$ cat config.mk
export PLATFORM = sky130hd
export DESIGN_NAME = gdi_core
export DESIGN_NICKNAME = d
export VERILOG_FILES = /design/src/design/gdi_pkg.sv /design/src/design/gdi_core.sv
export SDC_FILE = /design/constraint.sdc
export NUM_CORES = 1
export LEC_CHECK = 0
export ABC_AREA = 1
export BUFFER_PORTS_ARGS = -buffer_cell sky130_fd_sc_hd__buf_2
export CAP_MARGIN = 20
export CORE_MARGIN = 2
export CORE_UTILIZATION = 50
export DETAILED_ROUTE_END_ITERATION = 6
export GPL_TIMING_DRIVEN = 0
export PLACE_DENSITY = 0.75
export SLEW_MARGIN = 20
export SYNTH_ARGS = -nofsm -noshare
export SYNTH_HDL_FRONTEND = slang
export SYNTH_SLANG_ARGS = --single-unit
$ cat constraint.sdc
create_clock -name i_sys_clk -period 3 [get_ports i_sys_clk]
set_input_delay 0.15 -clock i_sys_clk [delete_from_list [all_inputs] [get_ports i_sys_clk]]
set_output_delay 0.15 -clock i_sys_clk [all_outputs]
set_load 0.02 [all_outputs]
$ cat src/design/gdi_pkg.sv
package gdi_pkg;

	// Clock and the settle time before settings are saved
	localparam longint CLK_HZ = 250_000_000;
	localparam longint STABLE_TIME_S = 15;
	localparam logic [31:0] STABLE_CYCLES = 32'(STABLE_TIME_S * CLK_HZ);

	// Register map, word index on the plain port
	localparam logic [3:0] REG_CTRL = 4'h0;
	localparam logic [3:0] REG_CFG = 4'h1;
	localparam logic [3:0] REG_STATUS = 4'h2;
	localparam logic [3:0] REG_EVENT = 4'h3;
	localparam logic [3:0] REG_SPOLL = 4'h4;

	// REG_CTRL write bits (commands, self clearing)
	localparam int CTL_ADDR_BEGIN = 0;
	localparam int CTL_ADDR_END = 1;
	localparam int CTL_ADDR_UP = 2;
	localparam int CTL_ADDR_DOWN = 3;
	localparam int CTL_TERM_BEGIN = 4;
	localparam int CTL_TERM_END = 5;
	// REG_CFG bits (staged terminator and mode)
	localparam int CFG_TERM_LF = 0;
	localparam int CFG_LISTEN_ONLY = 1;
	// REG_EVENT write bits
	localparam int EVT_ERROR = 0;
	localparam int EVT_WARNING = 1;
	localparam int EVT_CLR_LIMIT = 2;

	// Bus command bytes and address groups
	localparam logic [6:0] CMD_GTL = 7'h01;
	localparam logic [6:0] CMD_LLO = 7'h11;
	localparam logic [6:0] CMD_SPE = 7'h18;
	localparam logic [6:0] CMD_SPD = 7'h19;
	localparam logic [6:0] CMD_UNL = 7'h3f;
	localparam logic [6:0] CMD_UNT = 7'h5f;
	localparam logic [1:0] GRP_LISTEN = 2'h1;
	localparam logic [1:0] GRP_TALK = 2'h2;
	localparam logic [4:0] ADDR_MAX = 5'h1f;
	localparam logic [4:0] ADDR_MIN = 5'h00;
	localparam logic [4:0] ADDR_DEFAULT = 5'h01;
	localparam logic [7:0] CHAR_CR = 8'h0d;
	localparam logic [7:0] CHAR_LF = 8'h0a;
	localparam logic [5:0] SB_POWER_ON = 6'h01;

	typedef struct packed {
		logic [7:0] data;
		logic last;
	} gdi_msg_type;

	typedef struct packed {
		logic [7:0] data;
		logic eoi;
	} gdi_bus_byte_type;

	typedef struct packed {
		logic valid;
		logic [4:0] addr;
		logic term_lf;
		logic listen_only;
	} gdi_nv_cfg_type;

	typedef enum logic [1:0] {TX_DATA, TX_CR, TX_LF} gdi_tx_phase_type;
	typedef enum logic [1:0] {RT_IDLE, RT_ADDR, RT_TERM} gdi_routine_type;

	typedef struct packed {
		logic booted;
		logic normal_mode;
		logic remote;
		logic lockout;
		logic listen_act;
		logic talk_act;
		logic spoll_mode;
		logic srq;
		logic limit;
		logic rtl;
		logic [4:0] addr;
		logic term_lf;
		logic listen_only;
		logic [4:0] edit_addr;
		logic edit_term_lf;
		logic edit_listen_only;
		gdi_routine_type routine;
		logic [5:0] sb_low;
		gdi_tx_phase_type tx_phase;
		gdi_bus_byte_type out;
		logic out_valid;
		logic out_is_poll;
		gdi_msg_type rx;
		logic rx_valid;
		gdi_nv_cfg_type nv_cfg;
		logic nv_cfg_wr;
		logic [15:0] func_last;
		logic [31:0] stable_cnt;
		logic func_saved;
		logic nv_func_wr;
		logic [15:0] func_restore;
		logic [15:0] rdata;
	} gdi_state_type;

endpackage

$ cat src/design/gdi_core.sv
`timescale 1ns/1ps
module gdi_core
	import gdi_pkg::*;
#(
	parameter logic [31:0] P_STABLE_CYCLES = STABLE_CYCLES
)
(
	// Clock and reset
	input wire logic i_sys_clk,
	input wire logic i_nrst,
	// Register port
	input wire logic [3:0] i_reg_addr,
	input wire logic [15:0] i_reg_wdata,
	input wire logic i_reg_wr,
	input wire logic i_reg_rd,
	output logic [15:0] o_reg_rdata,
	// Bus side, decoded by the transceiver
	input wire logic i_ren,
	input wire logic i_atn,
	input wire logic i_gpib_rx_valid,
	input wire gdi_bus_byte_type i_gpib_rx,
	output logic o_gpib_tx_valid,
	output gdi_bus_byte_type o_gpib_tx,
	input wire logic i_gpib_tx_ready,
	output logic o_srq_line,
	// Instrument message side
	input wire logic i_msg_tx_valid,
	input wire gdi_msg_type i_msg_tx,
	output logic o_msg_tx_ready,
	output logic o_msg_rx_valid,
	output gdi_msg_type o_msg_rx,
	// Front panel and indicators
	input wire logic i_panel_change,
	output logic o_panel_lock,
	output logic o_lock_ind,
	output logic o_srq_ind,
	output logic o_remote_state_indicator,
	output logic o_rtl,
	// Power-up, power-fail and settings store
	input wire logic i_selftest_ok,
	input wire logic i_power_fail,
	input wire gdi_nv_cfg_type i_nv_cfg,
	input wire logic [15:0] i_nv_func,
	input wire logic [15:0] i_panel_func,
	input wire logic [15:0] i_panel_mask,
	input wire logic [15:0] i_func,
	output logic o_normal_mode,
	output logic [15:0] o_func_restore,
	output gdi_nv_cfg_type o_nv_cfg,
	output logic o_nv_cfg_wr,
	output logic [15:0] o_nv_func,
	output logic o_nv_func_wr
);

	gdi_state_type st;
	gdi_state_type next_st;

	// Command decode helpers
	logic [6:0] cmd;
	logic cmd_strobe;
	logic addr_on;
	logic talk_en;
	logic evt_req;
	logic out_take;
	logic msg_take;

	// Address 31 parks the interface: no command is decoded at all
	assign cmd = i_gpib_rx.data[6:0];
	assign cmd_strobe = i_gpib_rx_valid && i_atn;
	assign addr_on = (st.addr != ADDR_MAX);
	assign talk_en = st.talk_act && !st.listen_only && addr_on && !i_atn;
	assign evt_req = i_reg_wr && (i_reg_addr == REG_EVENT)
		&& (i_reg_wdata[EVT_ERROR] || i_reg_wdata[EVT_WARNING]);

	// Handshakes are combinational; the byte itself is registered
	assign o_gpib_tx_valid = st.out_valid && talk_en;
	assign out_take = o_gpib_tx_valid && i_gpib_tx_ready;
	assign msg_take = i_msg_tx_valid && o_msg_tx_ready;
	// A user byte is taken only when the slot is free and no CR/LF tail is pending
	assign o_msg_tx_ready = st.booted && !st.out_valid && (st.tx_phase == TX_DATA)
		&& !st.spoll_mode && talk_en;

	always_comb
	begin
		next_st = st;
		next_st.rtl = 1'b0;
		next_st.nv_cfg_wr = 1'b0;
		next_st.nv_func_wr = 1'b0;
		next_st.rx_valid = 1'b0;
		next_st.rdata = '0;

		// First cycle after reset: restore settings and report power-on
		if (!st.booted)
		begin
			next_st.booted = 1'b1;
			next_st.normal_mode = i_selftest_ok;
			next_st.remote = 1'b0;
			next_st.srq = !i_power_fail;
			next_st.sb_low = SB_POWER_ON;
			if (i_nv_cfg.valid)
			begin
				next_st.addr = i_nv_cfg.addr;
				next_st.term_lf = i_nv_cfg.term_lf;
				next_st.listen_only = i_nv_cfg.listen_only;
			end
			next_st.edit_addr = next_st.addr;
			next_st.edit_term_lf = next_st.term_lf;
			next_st.edit_listen_only = next_st.listen_only;
			// Live panel switches override the stored values bit by bit
			next_st.func_restore = (i_panel_func & i_panel_mask)
				| (i_nv_func & ~i_panel_mask);
			next_st.func_last = i_func;
		end
		else
		begin
			// Bus commands, primary addresses only
			if (cmd_strobe && addr_on)
			begin
				if (cmd == CMD_LLO && i_ren)
				begin
					next_st.lockout = 1'b1;
				end
				if (cmd == CMD_GTL && st.listen_act)
				begin
					next_st.remote = 1'b0;
				end
				if (cmd == CMD_SPE)
				begin
					next_st.spoll_mode = 1'b1;
				end
				if (cmd == CMD_SPD)
				begin
					next_st.spoll_mode = 1'b0;
				end
				if (cmd == CMD_UNL)
				begin
					next_st.listen_act = 1'b0;
				end
				else if (cmd[6:5] == GRP_LISTEN && cmd[4:0] == st.addr)
				begin
					next_st.listen_act = 1'b1;
					if (i_ren)
					begin
						next_st.remote = 1'b1;
					end
				end
				if (cmd == CMD_UNT)
				begin
					next_st.talk_act = 1'b0;
				end
				else if (cmd[6:5] == GRP_TALK)
				begin
					// Another talker's address untalks this one
					next_st.talk_act = (cmd[4:0] == st.addr);
				end
			end

			// Dropping remote enable returns everything to local
			if (!i_ren)
			begin
				next_st.remote = 1'b0;
				next_st.lockout = 1'b0;
			end

			// Panel activity always signals return-to-local
			if (i_panel_change)
			begin
				next_st.rtl = 1'b1;
				if (!st.lockout)
				begin
					next_st.remote = 1'b0;
				end
			end

			// Incoming data bytes when addressed to listen
			if (i_gpib_rx_valid && !i_atn && st.listen_act && addr_on)
			begin
				next_st.rx_valid = 1'b1;
				next_st.rx.data = i_gpib_rx.data;
				if (st.term_lf)
				begin
					next_st.rx.last = i_gpib_rx.eoi || (i_gpib_rx.data == CHAR_LF);
				end
				else
				begin
					next_st.rx.last = i_gpib_rx.eoi;
				end
			end

			// Output byte slot: a taken byte frees it
			if (out_take)
			begin
				next_st.out_valid = 1'b0;
				if (st.out_is_poll)
				begin
					next_st.srq = 1'b0;
				end
			end
			if (!st.out_valid && talk_en)
			begin
				if (st.spoll_mode)
				begin
					next_st.out.data = {1'b0, st.srq, st.sb_low};
					next_st.out.eoi = 1'b0;
					next_st.out_valid = 1'b1;
					next_st.out_is_poll = 1'b1;
				end
				else
				begin
					next_st.out_is_poll = 1'b0;
					case (st.tx_phase)
						TX_DATA:
						begin
							if (msg_take)
							begin
								next_st.out.data = i_msg_tx.data;
								next_st.out.eoi = i_msg_tx.last && !st.term_lf;
								next_st.out_valid = 1'b1;
								if (i_msg_tx.last && st.term_lf)
								begin
									next_st.tx_phase = TX_CR;
								end
							end
						end
						TX_CR:
						begin
							next_st.out.data = CHAR_CR;
							next_st.out.eoi = 1'b0;
							next_st.out_valid = 1'b1;
							next_st.tx_phase = TX_LF;
						end
						TX_LF:
						begin
							next_st.out.data = CHAR_LF;
							next_st.out.eoi = 1'b1;
							next_st.out_valid = 1'b1;
							next_st.tx_phase = TX_DATA;
						end
						default:
						begin
							next_st.tx_phase = TX_DATA;
						end
					endcase
				end
			end

			// Software writes
			if (i_reg_wr)
			begin
				case (i_reg_addr)
					REG_CTRL:
					begin
						case (st.routine)
							RT_IDLE:
							begin
								if (i_reg_wdata[CTL_ADDR_BEGIN])
								begin
									next_st.routine = RT_ADDR;
									next_st.edit_addr = st.addr;
								end
								else if (i_reg_wdata[CTL_TERM_BEGIN])
								begin
									next_st.routine = RT_TERM;
									next_st.edit_term_lf = st.term_lf;
									next_st.edit_listen_only = st.listen_only;
								end
							end
							RT_ADDR:
							begin
								// Stepping past either end keeps the value
								if (i_reg_wdata[CTL_ADDR_UP])
								begin
									if (st.edit_addr == ADDR_MAX)
									begin
										next_st.limit = 1'b1;
									end
									else
									begin
										next_st.edit_addr = st.edit_addr + 5'h01;
									end
								end
								else if (i_reg_wdata[CTL_ADDR_DOWN])
								begin
									if (st.edit_addr == ADDR_MIN)
									begin
										next_st.limit = 1'b1;
									end
									else
									begin
										next_st.edit_addr = st.edit_addr - 5'h01;
									end
								end
								if (i_reg_wdata[CTL_ADDR_END])
								begin
									next_st.routine = RT_IDLE;
									next_st.addr = next_st.edit_addr;
									next_st.nv_cfg_wr = 1'b1;
									// A new address drops the old addressing
									next_st.listen_act = 1'b0;
									next_st.talk_act = 1'b0;
								end
							end
							RT_TERM:
							begin
								if (i_reg_wdata[CTL_TERM_END])
								begin
									next_st.routine = RT_IDLE;
									next_st.term_lf = st.edit_term_lf;
									next_st.listen_only = st.edit_listen_only;
									next_st.nv_cfg_wr = 1'b1;
								end
							end
							default:
							begin
								next_st.routine = RT_IDLE;
							end
						endcase
					end
					REG_CFG:
					begin
						// Staged only; takes effect when the routine ends
						if (st.routine == RT_TERM)
						begin
							next_st.edit_term_lf = i_reg_wdata[CFG_TERM_LF];
							next_st.edit_listen_only = i_reg_wdata[CFG_LISTEN_ONLY];
						end
					end
					REG_EVENT:
					begin
						if (i_reg_wdata[EVT_CLR_LIMIT])
						begin
							next_st.limit = 1'b0;
						end
					end
					REG_SPOLL:
					begin
						next_st.sb_low = i_reg_wdata[5:0];
					end
					default:
					begin
					end
				endcase
			end

			// Set wins over the serial-poll clear in the same cycle
			if (evt_req && !i_power_fail)
			begin
				next_st.srq = 1'b1;
			end
			if (i_power_fail)
			begin
				next_st.srq = 1'b0;
			end

			// Save the functions once they held still for the settle time
			if (i_func != st.func_last)
			begin
				next_st.func_last = i_func;
				next_st.stable_cnt = '0;
				next_st.func_saved = 1'b0;
			end
			else if (!st.func_saved)
			begin
				if (st.stable_cnt >= P_STABLE_CYCLES - 32'h1)
				begin
					next_st.nv_func_wr = 1'b1;
					next_st.func_saved = 1'b1;
				end
				else
				begin
					next_st.stable_cnt = st.stable_cnt + 32'h1;
				end
			end
		end

		next_st.nv_cfg.valid = 1'b1;
		next_st.nv_cfg.addr = next_st.addr;
		next_st.nv_cfg.term_lf = next_st.term_lf;
		next_st.nv_cfg.listen_only = next_st.listen_only;

		// Read data appear the cycle after the strobe only
		if (i_reg_rd)
		begin
			case (i_reg_addr)
				REG_CTRL:
					next_st.rdata = {14'h0000, (st.routine == RT_TERM), (st.routine == RT_ADDR)};
				REG_CFG:
					next_st.rdata = {9'h000, st.edit_addr, st.edit_listen_only, st.edit_term_lf};
				REG_STATUS:
					next_st.rdata = {st.normal_mode, st.limit, st.remote, st.lockout, st.srq,
						st.listen_only, st.term_lf, st.talk_act, st.listen_act,
						st.spoll_mode, 1'b0, st.addr};
				REG_SPOLL:
					next_st.rdata = {9'h000, st.srq, st.sb_low};
				default:
					next_st.rdata = '0;
			endcase
		end
	end

	// State register; address and mode fall back to their defaults
	always_ff @(posedge i_sys_clk or negedge i_nrst)
	begin
		if (!i_nrst)
		begin
			st <= '0;
			st.addr <= ADDR_DEFAULT;
			st.listen_only <= 1'b0;
			st.sb_low <= SB_POWER_ON;
			st.routine <= RT_IDLE;
			st.tx_phase <= TX_DATA;
		end
		else
		begin
			st <= next_st;
		end
	end

	// Outputs straight from the state, except that the SRQ line is also masked by addr_on and i_power_fail
	assign o_reg_rdata = st.rdata;
	assign o_gpib_tx = st.out;
	assign o_srq_line = st.srq && addr_on && !i_power_fail;
	assign o_srq_ind = st.srq;
	assign o_lock_ind = st.lockout;
	assign o_panel_lock = st.remote && st.lockout;
	assign o_remote_state_indicator = st.remote;
	assign o_rtl = st.rtl;
	assign o_msg_rx_valid = st.rx_valid;
	assign o_msg_rx = st.rx;
	assign o_normal_mode = st.normal_mode;
	assign o_func_restore = st.func_restore;
	assign o_nv_cfg = st.nv_cfg;
	assign o_nv_cfg_wr = st.nv_cfg_wr;
	assign o_nv_func = st.func_last;
	assign o_nv_func_wr = st.nv_func_wr;
endmodule

; ---- Yosys cells after proc, flatten, opt, wreduce, memory -nomap -nowiden
; Cells that the tools add are included.
[op_classes]
add_sub_neg = 3
mul = 0
div_mod_pow = 0
n_lt_le_gt_ge = 1
eq_ne = 51
shift = 0
mux = 86
n_bitwise = 5
n_reduce_logical = 56
[ops]
columns = op, n
row1 = $pmux W16 S4, 1
row2 = $mux W16, 3
row3 = $mux W5, 8
row4 = $mux W1, 38
row5 = $mux W2, 17
row6 = $mux W34, 1
row7 = $mux W33, 1
row8 = $add A32 B1 Y32 const B, 1
row9 = $and A16 B16 Y16, 2
row10 = $ge A32 B32 Y1 const B, 1
row11 = $mux W32, 1
row12 = $pmux W10 S3, 1
row13 = $logic_and A1 B1 Y1, 27
row14 = $ne A3 B3 Y1 const B, 9
row15 = $mux W12, 2
row16 = $mux W22, 1
row17 = $eq A7 B5 Y1 const B, 3
row18 = $ne A16 B16 Y1, 1
row19 = $ne A2 B1 Y1 const B, 8
row20 = $ne A2 B2 Y1 const B, 8
row21 = $not A16 Y16, 1
row22 = $or A16 B16 Y16, 1
row23 = $mux W14, 1
row24 = $mux W6, 2
row25 = other kinds (39), 63
[word_totals]
regBits = 144
latchBits = 0
mem_bits_rw = 0
rom_bits = 0
inputBits = 122
output_inout_bits = 86
word_cells = 237
memories = 0

; ---- Logic depth before layout (Yosys ltp)
; Gate-level depths: netlist of the first run.
[logic_depth]
depth_word = 11
depth_mapped = 14
mapped_depth_nobuf = 13

; ---- Least setup slack after synthesis of the first run
; OpenSTA, ideal clock, no wires.
[synth_timing]
path_type = reg2reg
startpoint = reg st[34] in the netlist's numbering
endpoint = reg st[57] in the netlist's numbering
setup_ps = 117
arrival_ps = 1583
t_required_ps = 2883
slack_ps = 1300
stages_incl_launch_ff = 15
path_buffers = 1
synth_period_minus_slack_ps = 1700
path_cell_list = dfrtp_1 -> ha_1 -> nand3_1 -> inv_2 -> nand2_1 -> nand2_1 -> nand2_1 -> nand2_1 -> nand2_1 -> nand2_1 -> nand2_1 -> nand3_2 -> buf_4 -> nand2_1 -> nand2_1
[synth_via]
elab_chain_cells = 4
word_cells_on_any_way = 7
classes_between = add/sub (1) / order compare (1) / eq/ne (1) / mux (3) / reduce/logical (1)
[synth_lines]
columns = element, line_no
row1 = from (decl), gdi_core.sv:55  ; gdi_state_type st;
row2 = from (signal assigned), gdi_core.sv:415  ; st <= next_st;
row3 = $add A32 B1 Y32, gdi_core.sv:371  ; next_st.stable_cnt = st.stable_cnt + 32'h1;
row4 = $mux W32, gdi_core.sv:364  ; if (st.stable_cnt >= P_STABLE_CYCLES - 32'h1)
row5 = $mux W34, gdi_core.sv:362  ; else if (!st.func_saved)
row6 = $mux W33, gdi_core.sv:356  ; if (i_func != st.func_last)
; Parallel ways exist; a longest one is shown, timed or not. The select of a mux whose other input is x is not followed.
; A chain may end at the register's enable or synchronous reset.

==> impl_metrics.ini, run 1 <==
[clock_network]
cts_htree_levels = 4
clock_sinks = 139
cts_resized = 0
cts_buffers = 17
post_cts_buffers = 0
clockBufferDepth = 2
path_clk_slew_ns = 0.07
cts-root-buf = clkbuf_16
clkLatencyLatePin_ns = 0.43
hold_buffers = 67
cts_tree = done

[sta]
relSlewSlack = 0.5395
rsz0062_at_grt = false
setup_viol = 0
finalCritPeriodShare = 0.8929
final.setup.tns_ns = 0
timing.fmax_mhz = 373.3
finClkSkew_ns = 0.008577
tightest_slew_ns = 0.6908
maxSlewViolCount = 0
finalCriticalPeriod_ns = 2.679
hold_viol_final = 0

[setup_path]
r2r_start = o_nv_cfg[7]
reg2reg_slack_ns = 0.32
crit_required_ns = 3.36
reg2regPathDepth = 6
cp_data_arrival_time_ns = 3.04
start_kind = flip-flop
end_kind = flip-flop
critPathMaxFanout = 10
crit_type = flip-flop to flip-flop
r2r-end = o_func_restore[4]

[die]
core_mm2 = 0.01664
fp.dieW_um = 134.9
io_pins = 208
dieArea_mm2 = 0.01818
start_util = 0.5144
die-height_um = 134.9
fp-row-count = 47

[flow_run]
cap_violations = 0

[hold_path]
min_to = o_func_restore[13]
hp-start = i_panel_func[13]
holdPathStages = 3
holdCritPathClass = primary input to flip-flop

[grt]
grt_max_degree = 97
first_global_vias = 8584
grt_use_total = 0.2874
grt_overflow_total = 0
grt_pass1_wl_um = 41460
grt_antenna_before_repair = 0

[synth]
synth_enable_flop_cells = 0
ys.flop_type = dfrtp_1
ys_types = 40
netlist_area_mm2 = 0.008561
ys_ff_latch = 139
synth_area_per_cell_um2 = 6.971
syn-instance-count = 1228
syn_nets = 1359
yosys.area.top_type_share = 0.4005
synthTopCellsByArea = dfrtp_1 (40%), nand2_1 (15%), inv_1 (7.3%)
ys_seq_area_frac = 0.4066
yosysWarnings = 0
yosys.area.top_type = dfrtp_1
async_flop_share = 1.000

[finish]
fill_cells = 1463
area_delta_synth_final_pct = 30.47
drive_above_1_share = 0.2164
multiInputGateArea_mm2 = 0.003714
utilization = 0.6712
seq_area_mm2 = 0.003481
diodes = 0
fin_nets = 1643

[drt]
drc = 0
ant_nets = 0
vias = 8779
vias_per_cell = 5.031
routed_wl_um = 25020
drtIter0Drc = 663
wl_per_cell_um = 14.34
dr.pass1.iters = 6

[power]
vdd_ir_drop_max_mv = 0.3827
leakagePower_uw = 0.005995
power_density_mw_per_mm2 = 522.4

[status]
status = finished clean

[place]
place_hpwl_um = 17900
place_congestion = 0.9678
io_buffers = 197
[cells by family after synthesis]
logic type      synth area share
flops                     0.4066
compound gates           0.09909
xor+xnor                 0.02455
buf+inv                   0.1596
other cells            0.0004380
simple gates              0.2966
fa+ha+maj                0.01315
[layout make-up]
cell class | instances | area share
multi-input cells | 808 | 0.3325
flip-flops and latches | 139 | 0.3116
repair buffers | 265 | 0.1517
plain buffers | 111 | 0.06520
inverters | 170 | 0.05713
clock buffers | 17 | 0.03809
well taps | 220 | 0.02464
clock inverters | 15 | 0.01916
[worst max-delay path, cell delays in order, from the launching register on]
cell	delay [ns]
dfrtp_1	0.47
clkbuf_1	0.55
buf_2	0.42
buf_2	0.34
a21oi_1	0.10
a21oi_1	0.17
dlygate4sd3_1	0.57
[per-stage QoR]
step | cell area [um^2] | cells | power (uW) | hold slack, ns | setup slack [ns]
finish | 11170 | 1745 | 5835 | 0.005045 | 0.3213
global route | 11170 | 1745 | 6114 | 0.03303 | 0.2562
CTS | 11170 | 1745 | 5845 | 0.006303 | 0.4800
detailed placement | 9859 | 1646 | 3454 | 0.07392 | 0.8515
global placement | 9822 | 1645 | 3424 | 0.3501 | -0.1828
floorplan | 8561 | 1228 | 3028 | -0.1456 | 1.300
[layout by cell type (no fill, tap or decap), types with 9 or more instances in the layout]
master           n
nand2_1        343
dlygate4sd3_1   67
o21ai_0         49
o22ai_1         10
a21oi_1         64
buf_2          202
nor2_1         155
nor3_1          14
nand3_1         92
ha_1             9
inv_1          166
buf_4           79
clkbuf_16       17
clkbuf_1        22
dfrtp_1        137
xor2_1          18
[sequential cells by signal, indices dropped and copies added, names as in the netlist]
| signal | count |
|---|---|
| o_msg_rx_valid | 1 |
| o_srq_ind | 1 |
| o_nv_cfg | 7 |
| o_gpib_tx | 9 |
| o_nv_func | 16 |
| o_nv_cfg_wr | 1 |
| o_func_restore | 16 |
| o_remote_state_indicator | 1 |
| o_reg_rdata | 16 |
| o_msg_rx | 9 |
| st | 58 |
| o_nv_func_wr | 1 |
| o_lock_ind | 1 |
| o_normal_mode | 1 |
| o_rtl | 1 |
[worst max-delay path by stage]
stage | startpoint | to | slack, ns | depth (start not counted)
4_1_cts | o_nv_cfg[7] | o_func_restore[4] | 0.48 | 6
6_report | o_nv_cfg[7] | o_func_restore[4] | 0.32 | 6
3_3_place_gp | i_nrst | o_func_restore[13] | -0.18 | 1
2_1_floorplan | st[34] | st[57] | 1.30 | 14
3_5_place_dp | o_nv_cfg[7] | st[56] | 0.85 | 5
5_1_grt | o_nv_cfg[7] | o_func_restore[4] | 0.26 | 6
[Yosys cell counts (2+ instances only)]
| library cell | n |
|---|---|
| dfstp_2 | 2 |
| a22oi_1 | 5 |
| ha_1 | 9 |
| nand3_1 | 92 |
| a31oi_1 | 2 |
| o211ai_1 | 6 |
| nor2_1 | 155 |
| a21boi_0 | 4 |
| o221ai_1 | 3 |
| inv_2 | 4 |
| nor4_1 | 3 |
| o22ai_1 | 10 |
| nor3_1 | 14 |
| dfrtp_1 | 137 |
| o21ai_0 | 49 |
| nand3b_1 | 3 |
| buf_4 | 79 |
| nand3_2 | 2 |
| clkbuf_1 | 22 |
| nand4_1 | 3 |
| xnor2_1 | 6 |
| nor2_2 | 2 |
| nand2_2 | 2 |
| buf_2 | 6 |
| o21a_1 | 3 |
| buf_1 | 3 |
| xor2_1 | 18 |
| nand2_1 | 343 |
| a21oi_1 | 64 |
| inv_1 | 166 |
| o31ai_1 | 2 |
[report_power, final]
group | internal [uW] | switching (uW)
registers | 2050 | 131
logic | 578 | 777
clock network | 1410 | 889
total | 4040 | 1800
[layer usage]
layer  global-route usage  vias to the layer above  wire, um
met5                    0                        -         0
met4              0.07953                        0       418
met3              0.06044                       37      1627
met2               0.4910                      303     12260
met1               0.3707                     4105     10720
li1                     -                     4334         -
(Power assumes the default switching activity.)
==> inputs of run 2 (changes only) <==
==> constraint.sdc (replaced) <==
create_clock -name i_sys_clk -period 2.7 [get_ports i_sys_clk]
set_input_delay 0.135 -clock i_sys_clk [delete_from_list [all_inputs] [get_ports i_sys_clk]]
set_output_delay 0.135 -clock i_sys_clk [all_outputs]
set_load 0.02 [all_outputs]
==> impl_metrics.ini, run 2 (synthesis gave the netlist of run 1 again) <==
[place]
place_hpwl_um = 17900
placed_cells = 1646
place_congestion = 0.9678
io_buffers = 197
place_area_mm2 = 0.009859

[status]
status = finished clean

[setup_path]
crit_required_ns = 3.06
reg2regPathDepth = 6
start_kind = flip-flop
path_cells = clkbuf_2, buf_2, buf_2, a21oi_1, a21oi_1, dlygate4sd3_1
crit_start = o_nv_cfg[7]
slowest_stage = dlygate4sd3_1
critPathMaxFanout = 10
r2r-end = o_func_restore[4]
cp_data_arrival_time_ns = 2.76
end_kind = flip-flop
critical_path.max_stage_delay_ns = 0.57
reg2reg_slack_ns = 0.30
crit_end = o_func_restore[4]
r2r_start = o_nv_cfg[7]
crit_type = flip-flop to flip-flop

[drt]
drtIter0Drc = 653
vias_per_cell = 5.036
ant_nets = 0
routed_wl_um = 24960
wl_per_cell_um = 14.29
vias = 8793
drc = 0
dr.pass1.iters = 6

[finish]
drive_above_1_share = 0.2169
layout.cells.non_filler = 1746
layout_common_cells = nand2_1 (343), buf_2 (202), inv_1 (166)
diodes = 0
fill_cells = 1469
final_common_cell = nand2_1
area_delta_synth_final_pct = 30.68
largest_reg_flops = 58
fin_area_mm2 = 0.01119
largest_register = st
fin_nets = 1644
utilization = 0.6722

[clock_network]
path_clk_slew_ns = 0.07
post_cts_buffers = 0
clock_sinks = 139
cts_htree_levels = 4
cts-root-buf = clkbuf_16
cts_tree = done
clkLatencyLatePin_ns = 0.43
cts_buffers = 17
clockBufferDepth = 2

[sta]
maxSlewViolCount = 0
rsz0062_at_grt = false
timing.fmax_mhz = 416.9
finalCriticalPeriod_ns = 2.398
tightest_slew_ns = 0.6203
relSlewSlack = 0.5864
setup_viol = 0
finClkSkew_ns = 0.007160
finalCritPeriodShare = 0.8883
fin_hold_ws_ns = 0.007691
hold_viol_final = 0

[die]
io_pins = 208
fp-row-count = 47
dieArea_mm2 = 0.01818
die-height_um = 134.9
core_mm2 = 0.01664
start_util = 0.5144
fp.dieW_um = 134.9

[flow_run]
cap_violations = 0

[grt]
grt_pass1_wl_um = 41630
grt_use_total = 0.2885
first_global_vias = 8588
grt_overflow_total = 0
grt_max_degree = 97
grt_antenna_before_repair = 0

[power]
vdd_ir_drop_max_mv = 0.4253
leakagePower_uw = 0.006005
power_density_mw_per_mm2 = 579.2
power.total_uw = 6479

[hold_path]
hp-start = i_panel_func[8]
holdCritPathClass = primary input to flip-flop
-- run 2: worst min-delay path by stage --
| stage | endpoint | cells past startpoint |
|---|---|---|
| floorplan | o_func_restore[0] | 0 |
| global placement | o_srq_ind | 2 |
| detailed placement | o_nv_func[12] | 1 |
| CTS | o_msg_rx_valid | 3 |
| global route | o_msg_rx_valid | 3 |
| finish | o_func_restore[8] | 3 |
-- run 2: power breakdown --
group          leakage, uW  total, uW  internal (uW)  switching [uW]
logic              0.00390       1510            645             864
registers          0.00179       2420           2280             146
clock network     0.000310       2550           1570             981
total              0.00600       6480           4490            1990
-- run 2: layout make-up --
| cell class | instances | area (um^2) | share of cell area |
|---|---|---|---|
| Clock inverter | 15 | 214.0 | 0.01913 |
| Multi-Input combinational cell | 808 | 3714 | 0.3320 |
| Timing Repair Buffer | 267 | 1714 | 0.1532 |
| Clock buffer | 17 | 425.4 | 0.03803 |
| Tap cell | 220 | 275.3 | 0.02461 |
| Inverter | 170 | 638.1 | 0.05704 |
| Buffer | 110 | 725.7 | 0.06487 |
| Sequential cell | 139 | 3481 | 0.3112 |
-- run 2: per-stage QoR --
stage	TNS (ns)	setup slack, ns
after floorplan	0	1.000
after global placement	-61.53	-0.4678
after detailed placement	0	0.5515
after CTS	0	0.1800
after global routing	0	0.2331
final	0	0.3016
-- run 2: timing repair --
action | 4_1_cts | 5_1_grt
endpoints found under the setup margin | 0 | 1
endpoints found under the hold margin | 87 | 0
hold buffers | 69 | 0
resized for setup | 0 | 2
-- run 2: per-layer routing --
layer | wire (um) | vias up | GRT usage | part of all wire
li1 | - | 4344 | - | -
met1 | 10650 | 4100 | 0.3719 | 0.43
met2 | 12200 | 310 | 0.4941 | 0.49
met3 | 1650 | 39 | 0.06006 | 0.066
met4 | 454 | 0 | 0.07895 | 0.018
met5 | 0 | - | 0 | 0
-- run 2: critical path, delay by kind of cell (launching register included) --
| kind | cells | cell delay, ns |
|---|---|---|
| AO/OA/AOI/OAI | 2 | 0.27 |
| buffers and inverters | 4 | 1.60 |
| flip-flops | 1 | 0.46 |
==> inputs of run 3 (changes only) <==
--- a/config.mk
+++ b/config.mk
@@ -10,6 +10,7 @@
 export CAP_MARGIN = 20
 export CORE_MARGIN = 2
 export CORE_UTILIZATION = 50
+export CTS_BUF_LIST = sky130_fd_sc_hd__clkbuf_8
 export DETAILED_ROUTE_END_ITERATION = 6
 export GPL_TIMING_DRIVEN = 0
 export PLACE_DENSITY = 0.75
==> impl_metrics.ini, run 3 (synthesis gave the netlist of run 1 again) <==
[drt]
routed_wl_um = 24890
ant_nets = 0
vias = 8836
vias_per_cell = 5.018
dr.pass1.iters = 5
drc = 0
drtIter0Drc = 648
wl_per_cell_um = 14.14

[power]
power_density_mw_per_mm2 = 527.5
leakagePower_uw = 0.005977
vdd_ir_drop_max_mv = 0.4485

[clock_network]
clkLatencyLatePin_ns = 0.46
cts_tree = done
post_cts_buffers = 0
path_clk_slew_ns = 0.09
cts-root-buf = clkbuf_8
clock_sinks = 139
cts_htree_levels = 4
cts_buffers = 17
clockBufferDepth = 2

[sta]
setup_viol = 0
maxSlewViolCount = 0
finClkSkew_ns = 0.01239
finalCritPeriodShare = 0.8867
fin_hold_ws_ns = 0.02273
relSlewSlack = 0.6137
rsz0062_at_grt = false
final.setup.worst_slack_ns = 0.3059
timing.fmax_mhz = 417.7
tightest_slew_ns = 0.5742
finalCriticalPeriod_ns = 2.394
hold_viol_final = 0

[grt]
grt_use_total = 0.2890
grt_pass1_wl_um = 41570
grt_antenna_before_repair = 0
grt_overflow_total = 0
grt_max_degree = 97
first_global_vias = 8624

[finish]
area_delta_synth_final_pct = 30.20
fin_nets = 1659
largest_register = st
final_common_cell = nand2_1
drive_above_1_share = 0.2148
layout.cells.non_filler = 1761
fill_cells = 1479
multiInputGateArea_mm2 = 0.003714
largest_reg_flops = 58
layout_common_cells = nand2_1 (343), buf_2 (202), inv_1 (166)
seq_area_mm2 = 0.003481
diodes = 0

[place]
place_hpwl_um = 17900
place_ws_ns = 0.5515
place_congestion = 0.9678
io_buffers = 197
placed_cells = 1646

[setup_path]
critical_path.max_stage_delay_ns = 0.57
cp_num_buf_inv = 4
path_cells = clkbuf_2, buf_2, buf_2, a21oi_1, a21oi_1, dlygate4sd3_1
cp_data_arrival_time_ns = 2.78
crit_end = o_func_restore[4]
cpLargestDelayFamily = buffers and inverters
r2r_start = o_nv_cfg[7]
critPathMaxFanout = 10
reg2reg_slack_ns = 0.31
r2r-end = o_func_restore[4]
crit_start = o_nv_cfg[7]
reg2regPathDepth = 6
crit_type = flip-flop to flip-flop
crit_required_ns = 3.09
start_kind = flip-flop
slowest_stage = dlygate4sd3_1
end_kind = flip-flop
critical_path_depth = 6

[die]
start_util = 0.5144
fp-row-count = 47
core_mm2 = 0.01664
dieArea_mm2 = 0.01818
die-height_um = 134.9
fp.dieW_um = 134.9
io_pins = 208

[status]
status = finished clean

[hold_path]
holdCritPathClass = primary input to flip-flop

[flow_run]
cap_violations = 0
-- run 3: metrics by stage --
step	setup TNS, ns	utilization	instance area, um^2	total power [uW]
floorplan	0	-	8561	3364
global placement	-61.53	0.5902	9822	3805
detailed placement	0	0.5924	9859	3838
CTS	0	0.6699	11150	5889
global route	0	0.6697	11150	6202
finish	0	0.6697	11150	5880
-- run 3: worst min-delay path, stage by stage --
cell,delay [ns]
buf_2,0.13
inv_1,0.09
o21ai_0,0.09
-- run 3: worst min path at each step --
stage	start	to	slack (ns)	depth (start not counted)
6_report	i_gpib_rx[1]	o_msg_rx[1]	0.02	3
5_1_grt	i_reg_wdata[0]	st[114]	0.03	3
4_1_cts	i_gpib_rx[1]	o_msg_rx[1]	0.005	3
3_5_place_dp	i_nrst	o_nv_func[12]	0.06	1
3_3_place_gp	i_power_fail	o_srq_ind	0.34	2
2_1_floorplan	i_nrst	o_func_restore[0]	-0.16	0
-- run 3: metal layers --
metal | global-route usage | vias to the layer above | share of wire
li1 | - | 4368 | -
met3 | 0.05743 | 38 | 0.061
met4 | 0.08187 | 0 | 0.019
met2 | 0.4929 | 308 | 0.49
met1 | 0.3748 | 4122 | 0.43
met5 | 0 | - | 0
-- run 3: power by group --
| part | switching (uW) | total [uW] | internal [uW] |
|---|---|---|---|
| combinational | 864 | 1530 | 663 |
| sequential | 144 | 2420 | 2270 |
| clock | 908 | 1930 | 1030 |
| total | 1920 | 5880 | 3960 |
-- run 3: final cells by class --
cell class                      count  share of cell area
Multi-Input combinational cell    808              0.3332
Sequential cell                   139              0.3123
Timing Repair Buffer              282              0.1673
Buffer                            110             0.06511
Inverter                          170             0.05725
Tap cell                          220             0.02470
Clock buffer                       17             0.02099
Clock inverter                     15             0.01920
-- run 3: repair_timing --
action                                  CTS  global route
endpoints found under the setup margin    0             1
hold buffers                             84             0
endpoints found under the hold margin   110             0
gates resized for setup                   0             2
